<file path="src/hw/term_regs.svh">
// Register offsets, field positions, reset values and latency counts.
// Included by bare name from the termination controller.
`ifndef TERM_REGS_SVH
`define TERM_REGS_SVH

`define OFS_MODE_ONE     8'h00
`define OFS_MODE_TWO     8'h04
`define OFS_MODE_FIVE    8'h08
`define OFS_LATENCY      8'h0C
`define OFS_CONTROL      8'h10
`define OFS_STATUS       8'h14

`define NOM_FIELD_LSB    8
`define WR_FIELD_LSB     9
`define PARK_FIELD_LSB   6
`define DYN_BIT_A        9
`define DYN_BIT_B        10

`define CAS_LAT_LSB      0
`define CAS_WR_LAT_LSB   8
`define ADD_LAT_LSB      16
`define PAR_LAT_LSB      24

`define CTL_PRE2         0
`define CTL_CRC          1
`define CTL_BURST_LSB    2
`define CTL_DLL          4
`define CTL_SRF          5

`define MASK_MODE        32'h0000_3FFF
`define MASK_LATENCY     32'h3F3F_3F3F
`define MASK_CONTROL     32'h0000_003F

`define RST_MODE         32'h0000_0000
`define RST_LATENCY      32'h0000_090B
`define RST_CONTROL      32'h0000_0010

`define RESP_OKAY        2'h0
`define RESP_SLVERR      2'h2

`define PRE1_SUB         8'h02
`define PRE2_SUB         8'h03
`define PRE2_EXTRA       8'h01
`define RD_RESTORE_CHOP  8'h04
`define RD_RESTORE_FULL  8'h06
`define WR_CHOP_ADD      8'h04
`define WR_CHOP_ADD_CRC  8'h07
`define WR_FULL_ADD      8'h06
`define WR_FULL_ADD_CRC  8'h07

`endif

</file>
<file path="src/hw/term_pkg.sv">
// Types shared by the termination controller, the controller model and the bench.
// No constants here; numbers live in term_regs.svh.
package term_pkg;

    typedef enum logic [1:0] {
        TERM_OFF  = 2'h0,
        TERM_NOM  = 2'h1,
        TERM_WR   = 2'h2,
        TERM_PARK = 2'h3
    } term_sel_t;

    typedef enum logic [2:0] {
        CMD_NOP               = 3'h0,
        CMD_WRITE             = 3'h1,
        CMD_WRITE_AP          = 3'h2,
        CMD_WRITE_FIX_CHOP    = 3'h3,
        CMD_WRITE_FIX_FULL    = 3'h4,
        CMD_WRITE_AP_FIX_CHOP = 3'h5,
        CMD_WRITE_AP_FIX_FULL = 3'h6,
        CMD_READ              = 3'h7
    } cmd_t;

    typedef enum logic [1:0] {
        BURST_FULL = 2'h0,
        BURST_OTF  = 2'h1,
        BURST_CHOP = 2'h2
    } burst_mode_t;

    typedef struct packed {
        logic pin;
        logic wr_full;
        logic wr_chop;
        logic rd;
    } lane_t;

    typedef struct packed {
        logic [7:0] dlat;
        logic [7:0] roff;
        logic [7:0] ron;
        logic [7:0] cnw;
        logic [7:0] cwn4;
        logic [7:0] cwn8;
    } lat_t;

endpackage

</file>
<file path="src/hw/lane_history.sv">
// Shift line holding one lane sample per link clock cycle.
// Assumes shift_i is a one-cycle pulse per link clock rising edge.
`timescale 1ns/1ps

module lane_history #(
    parameter int DEPTH = 64,
    parameter int WIDTH = 4
) (
    input  wire logic                         clk_i,
    input  wire logic                         rst_b_i,
    input  wire logic                         shift_i,
    input  wire logic [WIDTH-1:0]             din_i,
    output logic      [DEPTH-1:0][WIDTH-1:0]  hist_o
);

    if (DEPTH < 2 || WIDTH < 1) begin : g_bad
        $error("lane_history: DEPTH or WIDTH too small");
    end

    // Index 0 is the newest link cycle
    always_ff @(posedge clk_i) begin
        if (!rst_b_i) begin
            hist_o <= '0;
        end else if (shift_i) begin
            hist_o <= {hist_o[DEPTH-2:0], din_i};
        end
    end

endmodule

</file>
<file path="src/hw/sync_dynamic_termination_ctrl.sv">
// Termination control of the memory die: latency windows and AXI4-Lite config.
// Assumes link clock, pin and command arrive unsynchronised, far slower than clk_i.
//
// Chosen here: the register addresses and the AXI4-Lite register port.
`timescale 1ns/1ps
`include "term_regs.svh"

module sync_dynamic_termination_ctrl #(
    parameter int DEPTH = 64
) (
    input  wire logic               clk_i,
    input  wire logic               rst_b_i,
    input  wire logic               ck_i,
    input  wire logic               termination_ctrl_pin_i,
    input  wire logic [2:0]         cmd_i,
    input  wire logic               awvalid_i,
    output logic                    awready_o,
    input  wire logic [7:0]         awaddr_i,
    input  wire logic               wvalid_i,
    output logic                    wready_o,
    input  wire logic [31:0]        wdata_i,
    input  wire logic [3:0]         wstrb_i,
    output logic                    bvalid_o,
    input  wire logic               bready_i,
    output logic [1:0]              bresp_o,
    input  wire logic               arvalid_i,
    output logic                    arready_o,
    input  wire logic [7:0]         araddr_i,
    output logic                    rvalid_o,
    input  wire logic               rready_i,
    output logic [31:0]             rdata_o,
    output logic [1:0]              rresp_o,
    output term_pkg::term_sel_t     term_sel_o,
    output logic [2:0]              term_value_o
);

    if (DEPTH < 16 || DEPTH > 256) begin : g_bad
        $error("DEPTH must lie in 16..256");
    end

    localparam int LW = $bits(term_pkg::lane_t);

    logic [4:0]                 sync1_r;
    logic [4:0]                 sync2_r;
    logic                       ck_prev_r;
    logic                       tick;
    logic                       pin_s;
    term_pkg::cmd_t             cmd_s;
    logic [31:0]                mode1_r;
    logic [31:0]                mode2_r;
    logic [31:0]                mode5_r;
    logic [31:0]                lat_reg_r;
    logic [31:0]                ctrl_r;
    term_pkg::burst_mode_t      burst;
    logic                       is_wr;
    logic                       chop;
    term_pkg::lane_t            lane_in;
    logic [DEPTH-1:0][LW-1:0]   hist_w;
    term_pkg::lat_t             lat_nxt;
    term_pkg::lat_t             lat_r;
    logic [7:0]                 sum_w;
    logic [7:0]                 sum_r;
    logic [7:0]                 pre;
    logic [7:0]                 extra;
    logic [DEPTH-1:0]           rd_hit;
    logic [DEPTH-1:0]           wr_hit;
    logic [DEPTH-1:0]           pin_at;
    logic                       dll;
    logic                       srf;
    logic                       nom_en;
    logic                       dyn_on;
    logic                       rd_off;
    logic                       wr_on;
    logic                       nom_on;
    term_pkg::term_sel_t        sel_nxt;
    logic [2:0]                 value_nxt;

    // Two stages before anything looks at the link signals
    always_ff @(posedge clk_i) begin
        if (!rst_b_i) begin
            sync1_r   <= 5'h00;
            sync2_r   <= 5'h00;
            ck_prev_r <= 1'b0;
        end else begin
            sync1_r   <= {ck_i, termination_ctrl_pin_i, cmd_i};
            sync2_r   <= sync1_r;
            ck_prev_r <= sync2_r[4];
        end
    end

    assign tick  = sync2_r[4] & ~ck_prev_r;
    assign pin_s = sync2_r[3];
    assign cmd_s = term_pkg::cmd_t'(sync2_r[2:0]);
    assign burst = term_pkg::burst_mode_t'(ctrl_r[`CTL_BURST_LSB +: 2]);
    assign dll   = ctrl_r[`CTL_DLL];
    assign srf   = ctrl_r[`CTL_SRF];

    // Fixed-length variants override the mode; plain writes follow it
    always_comb begin
        is_wr = 1'b1;
        chop  = 1'b0;
        case (cmd_s)
            term_pkg::CMD_WRITE, term_pkg::CMD_WRITE_AP: begin
                chop = (burst == term_pkg::BURST_CHOP);
            end
            term_pkg::CMD_WRITE_FIX_CHOP, term_pkg::CMD_WRITE_AP_FIX_CHOP: begin
                chop = 1'b1;
            end
            term_pkg::CMD_WRITE_FIX_FULL, term_pkg::CMD_WRITE_AP_FIX_FULL: begin
                chop = 1'b0;
            end
            default: begin
                is_wr = 1'b0;
            end
        endcase
        lane_in.pin     = pin_s;
        lane_in.wr_full = is_wr & ~chop;
        lane_in.wr_chop = is_wr & chop;
        lane_in.rd      = (cmd_s == term_pkg::CMD_READ);
    end

    lane_history #(
        .DEPTH (DEPTH),
        .WIDTH (LW)
    ) u_hist (
        .clk_i   (clk_i),
        .rst_b_i (rst_b_i),
        .shift_i (tick),
        .din_i   (lane_in),
        .hist_o  (hist_w)
    );

    function automatic logic [7:0] sat_sub(input logic [7:0] a, input logic [7:0] b);
        return (a >= b) ? a - b : 8'h00;
    endfunction

    // Latencies in link cycles; too short a setting clamps at zero
    always_comb begin
        sum_w = {2'b00, lat_reg_r[`CAS_WR_LAT_LSB +: 6]} + {2'b00, lat_reg_r[`ADD_LAT_LSB +: 6]}
              + {2'b00, lat_reg_r[`PAR_LAT_LSB +: 6]};
        sum_r = {2'b00, lat_reg_r[`CAS_LAT_LSB +: 6]} + {2'b00, lat_reg_r[`ADD_LAT_LSB +: 6]}
              + {2'b00, lat_reg_r[`PAR_LAT_LSB +: 6]};
        pre   = ctrl_r[`CTL_PRE2] ? `PRE2_SUB : `PRE1_SUB;
        extra = ctrl_r[`CTL_PRE2] ? `PRE2_EXTRA : 8'h00;
        lat_nxt.dlat = sat_sub(sum_w, pre);
        lat_nxt.cnw  = sat_sub(sum_w, pre);
        lat_nxt.roff = sat_sub(sum_r, pre);
        lat_nxt.ron  = lat_nxt.roff + extra
                     + ((burst == term_pkg::BURST_CHOP) ? `RD_RESTORE_CHOP : `RD_RESTORE_FULL);
        lat_nxt.cwn4 = lat_nxt.cnw + extra
                     + (ctrl_r[`CTL_CRC] ? `WR_CHOP_ADD_CRC : `WR_CHOP_ADD);
        lat_nxt.cwn8 = lat_nxt.cnw + extra
                     + (ctrl_r[`CTL_CRC] ? `WR_FULL_ADD_CRC : `WR_FULL_ADD);
    end

    // No reset: tracks the registers in reset too, so no stale zero after release
    always_ff @(posedge clk_i) begin
        lat_r <= lat_nxt;
    end

    // Window test per history slot
    for (genvar k = 0; k < DEPTH; k++) begin : g_win
        localparam logic [7:0] K = 8'(k);
        term_pkg::lane_t ln;
        assign ln        = term_pkg::lane_t'(hist_w[k]);
        assign rd_hit[k] = ln.rd && K >= lat_r.roff && K < lat_r.ron;
        assign wr_hit[k] = K >= lat_r.cnw && ((ln.wr_full && K < lat_r.cwn8)
                         || (ln.wr_chop && K < lat_r.cwn4));
        assign pin_at[k] = ln.pin && (K == lat_r.dlat);
    end

    // Unlocked loop: no latency pipeline, pin taken as sampled
    assign nom_en = (mode1_r[`NOM_FIELD_LSB +: 3] != 3'h0) && !srf;
    assign dyn_on = (mode2_r[`DYN_BIT_A] | mode2_r[`DYN_BIT_B]) & dll;
    assign rd_off = |rd_hit;
    assign wr_on  = dyn_on & (|wr_hit);
    assign nom_on = nom_en & (dll ? |pin_at : pin_s);

    always_comb begin
        sel_nxt   = term_pkg::TERM_OFF;
        value_nxt = 3'h0;
        if (srf || rd_off) begin
            sel_nxt = term_pkg::TERM_OFF;
        end else if (wr_on) begin
            sel_nxt   = term_pkg::TERM_WR;
            value_nxt = mode2_r[`WR_FIELD_LSB +: 3];
        end else if (nom_on) begin
            sel_nxt   = term_pkg::TERM_NOM;
            value_nxt = mode1_r[`NOM_FIELD_LSB +: 3];
        end else if (mode5_r[`PARK_FIELD_LSB +: 3] != 3'h0) begin
            sel_nxt   = term_pkg::TERM_PARK;
            value_nxt = mode5_r[`PARK_FIELD_LSB +: 3];
        end
    end

    always_ff @(posedge clk_i) begin
        if (!rst_b_i) begin
            term_sel_o   <= term_pkg::TERM_OFF;
            term_value_o <= 3'h0;
        end else begin
            term_sel_o   <= sel_nxt;
            term_value_o <= value_nxt;
        end
    end

    // AXI4-Lite slave: one write and one read outstanding
    logic           aw_fire;
    logic           w_fire;
    logic           wr_go;
    logic           wr_mapped;
    logic [7:0]     awaddr_r;
    logic [31:0]    wdata_r;
    logic [3:0]     wstrb_r;
    logic [31:0]    rdata_nxt;
    logic [1:0]     rresp_nxt;
    logic [31:0]    status_w;

    function automatic logic [31:0] merge(input logic [31:0] old, input logic [31:0] d,
                                          input logic [3:0] s);
        logic [31:0] res;
        res = old;
        for (int b = 0; b < 4; b++) begin
            if (s[b]) begin
                res[b*8 +: 8] = d[b*8 +: 8];
            end
        end
        return res;
    endfunction

    assign aw_fire = awvalid_i & awready_o;
    assign w_fire  = wvalid_i & wready_o;
    assign wr_go   = !awready_o && !wready_o && !bvalid_o;

    always_comb begin
        case ({awaddr_r[7:2], 2'b00})
            `OFS_MODE_ONE, `OFS_MODE_TWO, `OFS_MODE_FIVE,
            `OFS_LATENCY, `OFS_CONTROL, `OFS_STATUS: wr_mapped = 1'b1;
            default: wr_mapped = 1'b0;
        endcase
    end

    always_ff @(posedge clk_i) begin
        if (!rst_b_i) begin
            awready_o <= 1'b1;
            wready_o  <= 1'b1;
            bvalid_o  <= 1'b0;
            bresp_o   <= `RESP_OKAY;
            awaddr_r  <= 8'h00;
            wdata_r   <= 32'h0000_0000;
            wstrb_r   <= 4'h0;
        end else begin
            if (aw_fire) begin
                awready_o <= 1'b0;
                awaddr_r  <= awaddr_i;
            end
            if (w_fire) begin
                wready_o <= 1'b0;
                wdata_r  <= wdata_i;
                wstrb_r  <= wstrb_i;
            end
            if (wr_go) begin
                bvalid_o <= 1'b1;
                bresp_o  <= wr_mapped ? `RESP_OKAY : `RESP_SLVERR;
            end
            if (bvalid_o && bready_i) begin
                bvalid_o  <= 1'b0;
                awready_o <= 1'b1;
                wready_o  <= 1'b1;
            end
        end
    end

    // Mode fields are copies of the die's mode registers
    always_ff @(posedge clk_i) begin
        if (!rst_b_i) begin
            mode1_r   <= `RST_MODE;
            mode2_r   <= `RST_MODE;
            mode5_r   <= `RST_MODE;
            lat_reg_r <= `RST_LATENCY;
            ctrl_r    <= `RST_CONTROL;
        end else if (wr_go) begin
            case ({awaddr_r[7:2], 2'b00})
                `OFS_MODE_ONE:  mode1_r   <= merge(mode1_r, wdata_r, wstrb_r) & `MASK_MODE;
                `OFS_MODE_TWO:  mode2_r   <= merge(mode2_r, wdata_r, wstrb_r) & `MASK_MODE;
                `OFS_MODE_FIVE: mode5_r   <= merge(mode5_r, wdata_r, wstrb_r) & `MASK_MODE;
                `OFS_LATENCY:   lat_reg_r <= merge(lat_reg_r, wdata_r, wstrb_r) & `MASK_LATENCY;
                `OFS_CONTROL:   ctrl_r    <= merge(ctrl_r, wdata_r, wstrb_r) & `MASK_CONTROL;
                default: begin
                end
            endcase
        end
    end

    assign status_w = {21'h0, wr_on, rd_off, dyn_on, 3'h0, term_value_o, term_sel_o};

    always_comb begin
        rdata_nxt = 32'h0000_0000;
        rresp_nxt = `RESP_OKAY;
        case ({araddr_i[7:2], 2'b00})
            `OFS_MODE_ONE:  rdata_nxt = mode1_r;
            `OFS_MODE_TWO:  rdata_nxt = mode2_r;
            `OFS_MODE_FIVE: rdata_nxt = mode5_r;
            `OFS_LATENCY:   rdata_nxt = lat_reg_r;
            `OFS_CONTROL:   rdata_nxt = ctrl_r;
            `OFS_STATUS:    rdata_nxt = status_w;
            default:        rresp_nxt = `RESP_SLVERR;
        endcase
    end

    always_ff @(posedge clk_i) begin
        if (!rst_b_i) begin
            arready_o <= 1'b1;
            rvalid_o  <= 1'b0;
            rdata_o   <= 32'h0000_0000;
            rresp_o   <= `RESP_OKAY;
        end else if (arvalid_i && arready_o) begin
            arready_o <= 1'b0;
            rvalid_o  <= 1'b1;
            rdata_o   <= rdata_nxt;
            rresp_o   <= rresp_nxt;
        end else if (rvalid_o && rready_i) begin
            arready_o <= 1'b1;
            rvalid_o  <= 1'b0;
        end
    end
endmodule

</file>
<file path="config.mk">
export PLATFORM = sky130hd
export DESIGN_NAME = sync_dynamic_termination_ctrl
export DESIGN_NICKNAME = d
export VERILOG_FILES = /design/src/hw/term_pkg.sv /design/src/hw/lane_history.sv /design/src/hw/sync_dynamic_termination_ctrl.sv
export VERILOG_INCLUDE_DIRS = /design/src /design/src/hw
export SDC_FILE = /design/constraint.sdc
export NUM_CORES = 1
export LEC_CHECK = 0
export BUFFER_PORTS_ARGS = -buffer_cell sky130_fd_sc_hd__buf_4
export CAP_MARGIN = 10
export CORE_MARGIN = 4
export CORE_UTILIZATION = 45
export DETAILED_ROUTE_END_ITERATION = 8
export GPL_TIMING_DRIVEN = 0
export REMOVE_ABC_BUFFERS = 1
export SYNTH_ARGS = -nofsm -noshare
export SYNTH_HDL_FRONTEND = slang
export SYNTH_SLANG_ARGS = --single-unit
</file>
<file path="constraint.sdc">
create_clock -name clk_i -period 6.65 [get_ports clk_i]
set_clock_uncertainty 0.15 [all_clocks]
set_input_delay 1.33 -clock clk_i [delete_from_list [all_inputs] [get_ports clk_i]]
set_output_delay 1.33 -clock clk_i [all_outputs]
set_load 0.02 [all_outputs]
</file>
==> flow_results.org, run 1 <==
** STA
- In this run the tightest slew margin relative to its limit is 9.42%.
- For the pin with the worst max-slew slack, the measured transition is roughly 1.4 ns.
- Setup violations remaining at the end of the flow were counted as 0.
- Final cycle utilization of the critical path :: 81.6%
- Setup repair after global routing missed its margin :: no
- Final worst path period need :: between 5 and 6 ns
- Max Fclk :: roughly 180 MHz
- The final number of max-transition violations is 0.
- The final number of hold-violating endpoints came to 0.

** Routing
- Using the TritonRoute via totals, the vias-per-cell ratio works out to 5.86.
- Remaining number of nets flagged by the antenna check after routing :: 0
- Wire per inst :: 21.0 um
- Initial detailed-routing violation count :: 1839
- Vias :: 20700
- Number of remaining DRC errors :: 0
- Wire length after detailed routing :: ~74000 um
- The first TritonRoute pass finished after 5 iterations.

** Final layout
- Area added between synthesis and finish :: 13.0%
- Measured on the finished design, the core utilization comes to 51.9%.
- In the final layout, the share of cells above drive strength 1 is under 10%.
- Non-filler instance count after layout :: 3536
- Number of antenna cells inserted :: 0
- For this run, the post-layout net count is 2924.

** GRT
- Overall global routing resource usage :: 25.8%
- Entering global routing, the biggest net connects 194 pins.
- Congestion Overflow GR :: 0
- The number of global-route vias before repair was 19700.
- Global routing used 5.12% of the available met3 tracks.
- Antenna violations before repair :: 0
- The first global-routing pass estimated 116000 um of wire.
- Global routing used 36.6% of the available met1 tracks.
- Most used routing layer :: met2
- Global routing consumed, on the met2 layer, 39.7% of the routing resources.

** Worst hold path
- The min-delay analysis places its worst path in the category reg -> reg.

** CTS
- TritonCTS built the clock tree.
- TritonCTS Buffers :: 50
- Buffers from clock root to sink, at most :: 3
- Setup repair bufs after CTS :: 0
- The number of gates resized after CTS was 0.
- The number of hold buffers added after CTS was 0.
- Clock-pin slew was measured on the worst setup and hold paths at 0.06 ns.
- H-tree level count :: 2
- CTS saw 452 sinks.
- Library cell used as clock root buffer :: sky130_fd_sc_hd__clkbuf_16
- Clock latency on the worst-skew pair, taken at its later pin, is a little over 0.6 ns.

** Setup path
- CP startpoint kind :: flip-flop
- CP Max Fanout :: 9
- Data on the critical path is required at its endpoint by 7.05 ns.
- WS Path Type :: reg -> reg
- Signal arrival time at the worst endpoint :: around 5.8 ns
- Capturing element type of the critical path :: flip-flop

** Outcome
- The flow ran to the end, and the final reports show no timing, DRC or antenna violations.

** Logic synthesis
- Most frequently used cell type in the post-synthesis netlist :: sky130_fd_sc_hd__nand2_1
- Post-synthesis register bit count :: 452
- Cell area after technology mapping :: 23200 sq um
- Synthesis produced a netlist whose cell count is 2875.
- Ranked by instance count, the synthesized netlist is headed by sky130_fd_sc_hd__nand2_1 (687), sky130_fd_sc_hd__dfxtp_1 (452), sky130_fd_sc_hd__a21boi_0 (310), sky130_fd_sc_hd__clkbuf_1 (196), sky130_fd_sc_hd__o21ai_0 (115).
- Proportion of register bits with asynchronous set or reset after synthesis :: 0%
- Average footprint of a synthesized cell :: 8.08 sq um
- The synthesized design devotes to its leading area cell type 39.0% of total area.
- The synthesized design spends more area on one cell type than any other, namely sky130_fd_sc_hd__dfxtp_1.
- Register area share after synthesis :: ~39%
- Counting flops with a built-in enable in the synthesized netlist gives 0.
- By area the synthesized netlist is led by sky130_fd_sc_hd__dfxtp_1 (39%), sky130_fd_sc_hd__nand2_1 (11%), sky130_fd_sc_hd__a21boi_0 (10%).
- Cell variety after synth :: 85
- For this run, the number of Yosys warnings is 0.
- Flip-flop cell with the highest count after synthesis :: sky130_fd_sc_hd__dfxtp_1

** Floorplan
- During I/O placement, the number of pins put on the boundary was 110.
- The floorplan step defined a core boundary enclosing 50600 sq um.
- Die Footprint :: 55300 sq um
- Die Span Y :: 235 um
- Horizontal die dimension :: 235 um
- Row cnt :: 82
- Starting density of the core :: 45.9%

** Power and ir drop
- Power spread over the standard cell area amounts to 228 nW/um^2.
- VDD sags by at most 0.196 mV.
- The analysis attributes to cell leakage a power of 9.34 nW.

** Placed design
- At the end of routability-driven placement, the weighted congestion stood at between 0.9 and 1.
- Once placement completed, the tool counted placed cells totaling ~3400.
- After legalization and detailed placement, the total HPWL measured 52500 um.
- In this run the tool buffered the top-level ports with 91 buffer cells.

** Job
- Count of maximum capacitance violations :: 0
-- metal layers --
metal  routed length [um]  up-vias
li1                     -     9976
met2                32400      682
met5                    0        -
met3                 5200      130
met1                34500     9926
met4                 2270        0
-- path summary, 6_finish.rpt --
check	start	end	slack, ns	depth (start not counted)
setup / recovery	lat_reg_r[17]$_SDFFE_PN0P_	lat_r[15]$_DFF_P_	1.22	20
hold / removal	sync1_r[4]$_SDFF_PN0_	sync2_r[4]$_SDFF_PN0_	0.28	1
setup reg to reg	lat_reg_r[17]$_SDFFE_PN0P_	lat_r[15]$_DFF_P_	1.22	20
hold reg to reg	sync1_r[4]$_SDFF_PN0_	sync2_r[4]$_SDFF_PN0_	0.28	1
-- registers in the layout, indices dropped and copies added, names as in the netlist, 6 cells and up --
signal         cells
mode2_r           14
lat_r             39
wdata_r           26
awaddr_r           6
mode1_r           14
mode5_r           14
rdata_o           26
lat_reg_r         24
ctrl_r             6
u_hist.hist_o    256
-- critical path, cell delays in order, from the launching register on --
cell                       delay, ns
sky130_fd_sc_hd__dfxtp_1        0.51
sky130_fd_sc_hd__inv_1          0.11
sky130_fd_sc_hd__fa_1           0.45
sky130_fd_sc_hd__inv_1          0.07
sky130_fd_sc_hd__ha_1           0.16
sky130_fd_sc_hd__inv_1          0.05
sky130_fd_sc_hd__fa_1           0.39
sky130_fd_sc_hd__xor2_1         0.25
sky130_fd_sc_hd__and3b_1        0.29
sky130_fd_sc_hd__o211ai_1       0.19
sky130_fd_sc_hd__nor4_2         0.56
sky130_fd_sc_hd__buf_4          0.27
sky130_fd_sc_hd__nor2b_1        0.06
sky130_fd_sc_hd__ha_1           0.22
sky130_fd_sc_hd__and2_1         0.18
sky130_fd_sc_hd__xnor2_1        0.13
sky130_fd_sc_hd__or3_1          0.31
sky130_fd_sc_hd__a21o_1         0.22
sky130_fd_sc_hd__or2_2          0.30
sky130_fd_sc_hd__or3_1          0.34
sky130_fd_sc_hd__mux2i_1        0.14
-- metrics by stage --
stage / power [mW] / setup slack (ns) / cell area (sq um) / hold WS (ns) / TNS [ns]
after floorplan: 2.91 / -2.81 / 22400 / 0.262 / -606.98
after global placement: 3.02 / -9.06 / 23900 / 0.263 / -1813.46
after detailed placement: 3.04 / 1.23 / 24400 / 0.272 / 0
final: 5.98 / 1.22 / 26200 / 0.281 / 0
after CTS: 6.06 / 1.20 / 26200 / 0.284 / 0
after global routing: 6.18 / 0.849 / 26200 / 0.307 / 0
-- placed cells by master (no fill, tap or decap), types with 25 or more instances in the layout --
cell type / synthesis / routed
sky130_fd_sc_hd__o22ai_1: 25 / 25
sky130_fd_sc_hd__dfxtp_1: 452 / 451
sky130_fd_sc_hd__nor2b_1: 101 / 100
sky130_fd_sc_hd__and2_1: 29 / 29
sky130_fd_sc_hd__nor3_1: 36 / 34
sky130_fd_sc_hd__a21boi_0: 310 / 310
sky130_fd_sc_hd__a31oi_1: 25 / 25
sky130_fd_sc_hd__buf_4: 8 / 95
sky130_fd_sc_hd__a21oi_1: 69 / 69
sky130_fd_sc_hd__nor2_1: 84 / 83
sky130_fd_sc_hd__o211ai_1: 31 / 31
sky130_fd_sc_hd__inv_1: 61 / 61
sky130_fd_sc_hd__nand2_1: 687 / 687
sky130_fd_sc_hd__a22oi_1: 39 / 39
sky130_fd_sc_hd__o21ai_0: 115 / 115
sky130_fd_sc_hd__nand4_1: 29 / 29
sky130_fd_sc_hd__clkbuf_16: 0 / 51
sky130_fd_sc_hd__mux2i_1: 108 / 108
sky130_fd_sc_hd__nand3_1: 49 / 49
-- report_power, final --
part / switching (mW) / internal [mW] / total [mW]
clock: 1.18 / 1.82 / 3.00
combinational: 0.132 / 0.0923 / 0.224
sequential: 0.0216 / 2.73 / 2.75
total: 1.34 / 4.64 / 5.98
-- area by class of cell --
type                       count  area (sq um)
clock buffer                  69          1460
clock inverter                23           353
fill                        4869         24300
inverter                      61           229
multi-input combinational   2144         13200
sequential                   452          9050
tap                          672           841
timing repair buffer         115          1140
-- kinds of logic (layout without fill, tap and decap cells) --
| kind of cell | after synthesis | count (layout) | share of synthesized area (%) |
|---|---|---|---|
| fa+ha+maj | 36 | 36 | 2.46 |
| flops | 452 | 452 | 39.0 |
| simple gates | 1142 | 1142 | 22.6 |
| other cells | 1 | 8 | 0.0161 |
| xor+xnor | 38 | 38 | 1.49 |
| buf+inv | 286 | 268 | 4.78 |
| compound gates | 805 | 805 | 24.7 |
| mux | 115 | 115 | 4.99 |
(Power assumes the default switching activity.)
==> run 2: changes to the inputs <==
==> constraint.sdc (replaced) <==
create_clock -name clk_i -period 4.9 [get_ports clk_i]
set_clock_uncertainty 0.15 [all_clocks]
set_input_delay 0.98 -clock clk_i [delete_from_list [all_inputs] [get_ports clk_i]]
set_output_delay 0.98 -clock clk_i [all_outputs]
set_load 0.02 [all_outputs]
==> run 2 against run 1 <==
  * Combinational power up 36%
  * Worst hold slack about the same
  * Final area up 0.38%
  * Critical path type unchanged
==> flow_results.org, run 2 (synthesis results as in run 1) <==
** Outcome
- The flow ran to the end, and the final reports show no timing, DRC or antenna violations.

** STA
- Setup slack closes at 0.256 ns.
- Final hold viol count :: 0
- After layout, the worst path uses around 95% of the clock period.
- Worst slew pin tran :: about 1.3 ns
- After layout, the minimum clock period comes to about 4.6 ns.
- Setup violations remaining at the end of the flow were counted as 0.
- Worst relative slew slack :: 13.5%
- Sum of negative setup slack :: 0 ns
- Setup repair after global routing left no endpoint under its margin.
- Max Transition Viols Final :: 0
- Max Fclk :: roughly 220 MHz

** CTS
- Clock Pin Slew Worst Setup and Hold Paths :: 0.06 ns
- Library cell used as clock root buffer :: sky130_fd_sc_hd__clkbuf_16
- The clock drives 452 sinks.
- Number of buffers added to fix hold violations after cts :: 0
- Buffers from clock root to sink, at most :: 3
- In this run, CTS created clock tree buffers numbering 50.
- TritonCTS built the clock tree.
- Clk Latency, worst-skew pair :: between 0.6 and 0.7 ns
- H-tree level count :: 2

** Setup path
- CP Max Fanout :: 4
- Critical-path cell list :: inv_1 > fa_1 > inv_1 > ha_1 > inv_1 > fa_2 > nor2b_1 > o21a_1 > nor3_2 > o211ai_1 > nor4_4 > buf_4 > nor3b_2 > ha_2 > and2_4 > xnor2_1 > or3_1 > a21o_1 > or2_2 > or3_1 > mux2i_1
- Capturing element type of the critical path :: flip-flop
- The worst register-to-register path has a depth of 21.
- For this run, the slowest stage of the critical path takes about 0.44 ns.
- At the worst endpoint, the required time is ~5.3 ns.
- Grouping stages by cell kind, the critical path spends the most delay in simple AND/OR/NAND/NOR gates.
- The critical path is of the reg -> reg type.
- On the critical path, the stage with the largest delay is an instance of sky130_fd_sc_hd__fa_1.
- In this design, the critical path's most frequently occurring cell is sky130_fd_sc_hd__inv_1.
- Slack of the worst reg-to-reg path :: 0.26 ns
- At the worst endpoint, the arrival time is 5.04 ns.
- The worst setup path is launched from a flip-flop.
- Logic depth of the worst path, buffers included :: 21
- Total buffers and inverters traversed by the critical path :: 4

** Floorplan
- Starting density of the core :: between 40% and 50%
- IO Pins :: 110
- The region available for standard cell placement spans 50600 sq um.
- The die is between 200 and 250 um tall.
- From left edge to right edge, the die measures 235 um.
- Die Footprint :: 55300 sq um
- Row cnt :: 82

** Power and ir drop
- Tot Pwr :: 8.11 mW
- IR analysis of the VDD net gives a maximum drop of 0.266 mV.
- Summed over all cells, the static leakage comes to 9.38 nW.
- In this run the power density over the cells is 308 nW/um^2.

** Final layout
- The area growth from synthesis to layout is 13.4%.
- 0 antenna diodes ended up in the layout.
- Filler Cells Inserted :: 4869
- Largest registers :: u_hist.hist_o x256, lat_r x39
- Once layout is complete, the cells apart from fillers number 3542.
- The register with the most flip-flops in the layout has ~260 of them.
- The final layout contains 2930 nets.
- Fraction of layout instances using a drive strength above 1 :: under 10%
- Cells fill 52.1% of the core in the end.
- Most flop-heavy register :: u_hist.hist_o
- Leaving out fill and tap cells, the most frequent cells in the layout are sky130_fd_sc_hd__nand2_1 (687), sky130_fd_sc_hd__dfxtp_1 (449), sky130_fd_sc_hd__a21boi_0 (310).
- Most common library cell in the layout ignoring fill and taps :: sky130_fd_sc_hd__nand2_1

** GRT
- Congestion Overflow GR :: 0
- The initial antenna violation count was 0.
- Entering global routing, the biggest net connects 194 pins.
- Overall global routing resource usage :: 25.8%
- Via count of the first global-routing pass :: 19700
- The first global-routing pass estimated around 120000 um of wire.

** Job
- Count of maximum capacitance violations :: 0

** Placed design
- In this run the tool buffered the top-level ports with 91 buffer cells.
- Routability cong. :: 0.979
- Including well taps, the total number of placed cells is 3442.
- Post-placement setup slack :: -0.521 ns
- HPWL reported at the end of detailed placement :: around 52000 um

** Worst hold path
- Count of cells along the worst hold path :: 1
- The worst hold path belongs to the class reg -> reg.

** Routing
- Wire length after detailed routing :: 74500 um
- Before antenna repair, the detailed router went through 5 iterations.
- After detailed routing, the number of vias per cell comes to between 5 and 6.
- Vias :: 20800
- Initial detailed-routing violation count :: 1881
- Once detail routing completed, the nets flagged for antenna violations numbered 0.
- For this run, design rule violations remaining after detail routing come to 0.
- After detailed routing, the average wire length per cell comes to 21.0 um.
## run 2: cell types whose count changed in the layout (fill, tap and decap cells not counted), moves of 2 or more
cell / previous run / this run
sky130_fd_sc_hd__buf_4: 95 / 101
sky130_fd_sc_hd__nor3_1: 34 / 31
sky130_fd_sc_hd__nor3_2: 2 / 5
sky130_fd_sc_hd__dfxtp_1: 451 / 449
## run 2: worst reg2reg max path, cell delays in order (launching register included)
cell                       delay [ns]
sky130_fd_sc_hd__dfxtp_4         0.40
sky130_fd_sc_hd__inv_1           0.07
sky130_fd_sc_hd__fa_1            0.44
sky130_fd_sc_hd__inv_1           0.07
sky130_fd_sc_hd__ha_1            0.17
sky130_fd_sc_hd__inv_1           0.06
sky130_fd_sc_hd__fa_2            0.36
sky130_fd_sc_hd__nor2b_1         0.12
sky130_fd_sc_hd__o21a_1          0.20
sky130_fd_sc_hd__nor3_2          0.06
sky130_fd_sc_hd__o211ai_1        0.34
sky130_fd_sc_hd__nor4_4          0.06
sky130_fd_sc_hd__buf_4           0.17
sky130_fd_sc_hd__nor3b_2         0.16
sky130_fd_sc_hd__ha_2            0.20
sky130_fd_sc_hd__and2_4          0.15
sky130_fd_sc_hd__xnor2_1         0.06
sky130_fd_sc_hd__or3_1           0.30
sky130_fd_sc_hd__a21o_1          0.22
sky130_fd_sc_hd__or2_2           0.31
sky130_fd_sc_hd__or3_1           0.34
sky130_fd_sc_hd__mux2i_1         0.15
## run 2: what timing repair did
action / 4_1_cts / 5_1_grt
setup buffers: 2 / 4
endpoints found under the setup margin: 5 / 3
resized for setup: 7 / 7
pin swaps: 2 / 6
## run 2: cell type report
type                            count  area (sq um)  area share [%]
Inverter                           61           229           0.869
Timing Repair Buffer              121          1180            4.49
Clock buffer                       69          1460            5.56
Sequential cell                   452          9050            34.4
Multi-Input combinational cell   2144         13200            50.2
Clock inverter                     23           353            1.34
Tap cell                          672           841            3.19
## run 2: power by group
group | internal [mW] | total [mW] | switching [mW]
logic | 0.125 | 0.304 | 0.179
registers | 3.70 | 3.73 | 0.0292
clock network | 2.47 | 4.08 | 1.61
total | 6.30 | 8.11 | 1.82
## run 2: routing by layer
layer / global-route usage [%] / vias up / part of all wire [%]
li1: - / 9990 / -
met1: 36.5 / 9947 / 46
met2: 39.7 / 693 / 44
met3: 5.12 / 133 / 6.8
met4: 7.93 / 0 / 3.1
met5: 0 / - / 0
## run 2: worst paths after layout
check                                              to                  startpoint
worst max register to register      lat_r[15]$_DFF_P_  lat_reg_r[17]$_SDFFE_PN0P_
worst min register to register  sync2_r[4]$_SDFF_PN0_       sync1_r[4]$_SDFF_PN0_
worst min-delay path            sync2_r[4]$_SDFF_PN0_       sync1_r[4]$_SDFF_PN0_
worst max-delay path                lat_r[15]$_DFF_P_  lat_reg_r[17]$_SDFFE_PN0P_
## run 2: metrics by stage
| step | area [sq um] | hold slack (ns) |
|---|---|---|
| finish | 26300 | 0.281 |
| global route | 26300 | 0.307 |
| CTS | 26200 | 0.284 |
| detailed placement | 24400 | 0.272 |
| global placement | 23900 | 0.263 |
| floorplan | 22400 | 0.262 |
==> run 3: changes to the inputs <==
--- a/config.mk
+++ b/config.mk
@@ -9,9 +9,11 @@
 export BUFFER_PORTS_ARGS = -buffer_cell sky130_fd_sc_hd__buf_4
 export CAP_MARGIN = 10
 export CORE_MARGIN = 4
-export CORE_UTILIZATION = 45
+export CORE_UTILIZATION = 56
 export DETAILED_ROUTE_END_ITERATION = 8
 export GPL_TIMING_DRIVEN = 0
+export PLACE_DENSITY = 0.77
+export RECOVER_POWER = 25
 export REMOVE_ABC_BUFFERS = 1
 export SYNTH_ARGS = -nofsm -noshare
 export SYNTH_HDL_FRONTEND = slang
==> run 3 against run 2 <==
  * The flow now finishes with violations (max-capacitance violations, max-slew violations)
  * Fmax decreased by 0.79%
  * Final cell count decreased by 4.2%
  * Clock-buffer cell count fell by 3
  * Global-route usage increased by 5.1 points
  * Final area fell by 2.0%
  * Core utilization is 11 points higher
  * Combinational power about the same
  * Routed wire length shrank 4.5%
  * Sequential share of layout area rose by 0.70 points
  * First-iteration DRC count increased by 37%
==> flow_results.org, run 3 (synthesis results as in run 1) <==
** Final layout
- At the end of the flow, the number of nets in the layout was 2929.
- Most common library cell in the layout ignoring fill and taps :: sky130_fd_sc_hd__nand2_1
- Once layout is done, the placed cells without fillers occupy 25800 sq um.
- The register with the most flip-flops in the layout has 256 of them.
- Area added between synthesis and finish :: 11.1%
- Highest-count cells in the layout ignoring fill and taps :: sky130_fd_sc_hd__nand2_1 (687), sky130_fd_sc_hd__dfxtp_1 (449), sky130_fd_sc_hd__a21boi_0 (310)
- The number of antenna diodes in the final layout is 0.
- Largest registers :: u_hist.hist_o x256, lat_r x39
- Most flop-heavy register :: u_hist.hist_o
- Fraction of layout instances using a drive strength above 1 :: 8.53%

** CTS
- Clk Latency, worst-skew pair :: about 0.60 ns
- In this run the number of H-tree levels came out at 2.
- CTS sink count :: roughly 450
- TritonCTS Buffers :: 47
- Clock Pin Slew Worst Setup and Hold Paths :: roughly 0.060 ns
- Number of buffers added to fix hold violations after cts :: 0
- Library cell used as clock root buffer :: sky130_fd_sc_hd__clkbuf_16
- In this run the deepest clock path goes through 3 buffers.
- Clock tree from TritonCTS :: yes

** GRT
- The number of global-route vias before repair is roughly 20000.
- The first global-routing pass estimated around 110000 um of wire.
- Summed over all layers, the global routing overflow is 0.
- Entering global routing, the biggest net connects 215 pins.
- In the global route stage, overall resource usage came out at 30.8%.
- The initial antenna violation count came to 1.

** Placed design
- Routability-driven placement finished with a final weighted congestion of 1.09.
- Port buffering added 91 buffers.
- Summed over all nets, the half-perimeter wirelength after detailed placement is 49000 um.
- DP Area :: 24100 sq um

** Routing
- Across all layers, the routed design uses roughly 21000 vias.
- Initial detailed-routing violation count :: 2583
- Wire length after detailed routing :: 71200 um
- The first detailed-routing pass ran for 6 iterations.
- The count of nets left with antenna violations once routing finished came out at 0.
- Dividing the detail-routed wire length by the instance count gives roughly 21 um.
- Vias per Instance :: approximately 6.2
- Number of remaining DRC errors :: 0

** Outcome
- Run status :: finished with violations
- The final reports fail on max-capacitance violations, max-slew violations.

** Setup path
- The worst setup path is of the reg -> reg kind.
- In this run the worst path has a maximum fanout of 5.
- Data required time at the worst endpoint :: around 5.3 ns
- At the worst endpoint, the arrival time is about 5.1 ns.
- CP startpoint kind :: flip-flop
- The worst setup path is captured at a flip-flop.

** Job
- The tool flagged a number of max-cap violations equal to 1.

** Power and ir drop
- Power density over the cells :: about 300 nW/um^2
- Switching part of the total :: between 20% and 30%
- Int Power :: 6.01 mW
- Comb pwr share :: 4.0%
- Worst voltage drop across the vdd grid :: 0.283 mV
- Proportion of power drawn by flip-flops and latches :: 48.4%
- The clock network burns 47.6% of the power.
- In this run the power spent charging and discharging nets is 1.70 mW.
- Leakage Power :: 9.21 nW

** STA
- Final worst path period need :: about 4.7 ns
- The final number of hold-violating endpoints came to 0.
- Max Fclk :: roughly 210 MHz
- Max Transition Viols Final :: 196
- Final setup fails :: 0
- Sum of negative setup slack :: 0 ns
- Worst slew pin tran :: 3.21 ns
- Measured against its own limit, the worst slew margin works out to -114%.
- The worst path uses 95.5% of the clock period.

** Floorplan
- Pin placement for this block handled 110 I/O pins.
- In this run the horizontal extent of the chip is 212 um.
- In this run the standard cell core region covers 40900 sq um.
- The floorplan step defined a die boundary enclosing 44800 sq um.
- In this run the core area contains 74 standard-cell rows.
- Die Span Y :: 212 um
- Once the floorplan was initialized, standard cells occupied a little under three fifths of the core.

** Worst hold path
- The tightest min-delay check is of the reg -> reg type.
## run 3: cell count changes in the layout (fill, tap and decap cells not counted), moves of 4 or more
cell | previous run | this run
sky130_fd_sc_hd__clkbuf_16 | 51 | 47
sky130_fd_sc_hd__clkbuf_2 | 0 | 4
sky130_fd_sc_hd__clkbuf_1 | 6 | 10
sky130_fd_sc_hd__clkinvlp_4 | 2 | 6
sky130_fd_sc_hd__buf_16 | 8 | 4
sky130_fd_sc_hd__clkinv_2 | 10 | 2
## run 3: metrics by stage
step	power (mW)	std cells	setup WS [ns]	hold slack, ns	utilization (%)
global route	7.94	3394	-0.0341	0.309	63.1
CTS	7.75	3384	0.0126	0.288	62.7
global placement	4.10	3280	-10.13	0.266	58.0
finish	7.71	3394	0.219	0.285	63.1
detailed placement	4.11	3297	-0.116	0.273	58.8
floorplan	3.95	2657	-4.56	0.262	-
## run 3: worst max-delay path, stage by stage, from the launching register on
cell,delay [ns]
sky130_fd_sc_hd__dfxtp_1,0.34
sky130_fd_sc_hd__inv_1,0.07
sky130_fd_sc_hd__fa_1,0.53
sky130_fd_sc_hd__inv_1,0.04
sky130_fd_sc_hd__ha_1,0.21
sky130_fd_sc_hd__inv_1,0.08
sky130_fd_sc_hd__fa_2,0.22
sky130_fd_sc_hd__nor2b_1,0.05
sky130_fd_sc_hd__o21a_1,0.21
sky130_fd_sc_hd__o21a_1,0.19
sky130_fd_sc_hd__o211ai_1,0.29
sky130_fd_sc_hd__nor4_2,0.08
sky130_fd_sc_hd__buf_4,0.17
sky130_fd_sc_hd__nor3b_2,0.17
sky130_fd_sc_hd__ha_2,0.22
sky130_fd_sc_hd__and2_1,0.20
sky130_fd_sc_hd__xnor2_1,0.08
sky130_fd_sc_hd__or3_1,0.30
sky130_fd_sc_hd__a21o_1,0.21
sky130_fd_sc_hd__or2_2,0.31
sky130_fd_sc_hd__or3_1,0.36
sky130_fd_sc_hd__mux2i_1,0.12
## run 3: final timing paths
path	startpoint	end	slack, ns	cells after the start
setup / recovery	lat_reg_r[9]$_SDFFE_PN0P_	lat_r[15]$_DFF_P_	0.22	21
hold / removal	sync1_r[0]$_SDFF_PN0_	sync2_r[0]$_SDFF_PN0_	0.29	1
setup reg to reg	lat_reg_r[9]$_SDFFE_PN0P_	lat_r[15]$_DFF_P_	0.22	21
hold reg to reg	sync1_r[0]$_SDFF_PN0_	sync2_r[0]$_SDFF_PN0_	0.29	1
## run 3: area by class of cell
class,count,area [sq um]
sequential,452,9050
clock inverter,16,243
tap,532,666
clock buffer,66,1340
inverter,61,229
timing repair buffer,123,1100
fill,3521,15100
multi-input combinational,2144,13200
## run 3: metal layers
metal	global-route usage (%)	up-vias	routed length [um]
li1	-	9976	-
met1	41.5	10000	30200
met2	49.3	933	32100
met3	5.28	233	5470
met4	12.9	2	3360
met5	0	-	11
## run 3: what timing repair did
action                                  in CTS  in global routing
endpoints found under the setup margin       2                  5
gates resized for setup                      3                 10
buffers inserted                             5                  5
pin swaps                                    3                  5
## run 3: power groups by stage
stage | sequential [mW] | clock [mW] | combinational [mW]
global route | 3.74 | 3.87 | 0.335
detailed placement | 3.82 | 0 | 0.298
CTS | 3.73 | 3.72 | 0.299
floorplan | 3.81 | 0 | 0.140
global placement | 3.81 | 0 | 0.285
finish | 3.73 | 3.67 | 0.307
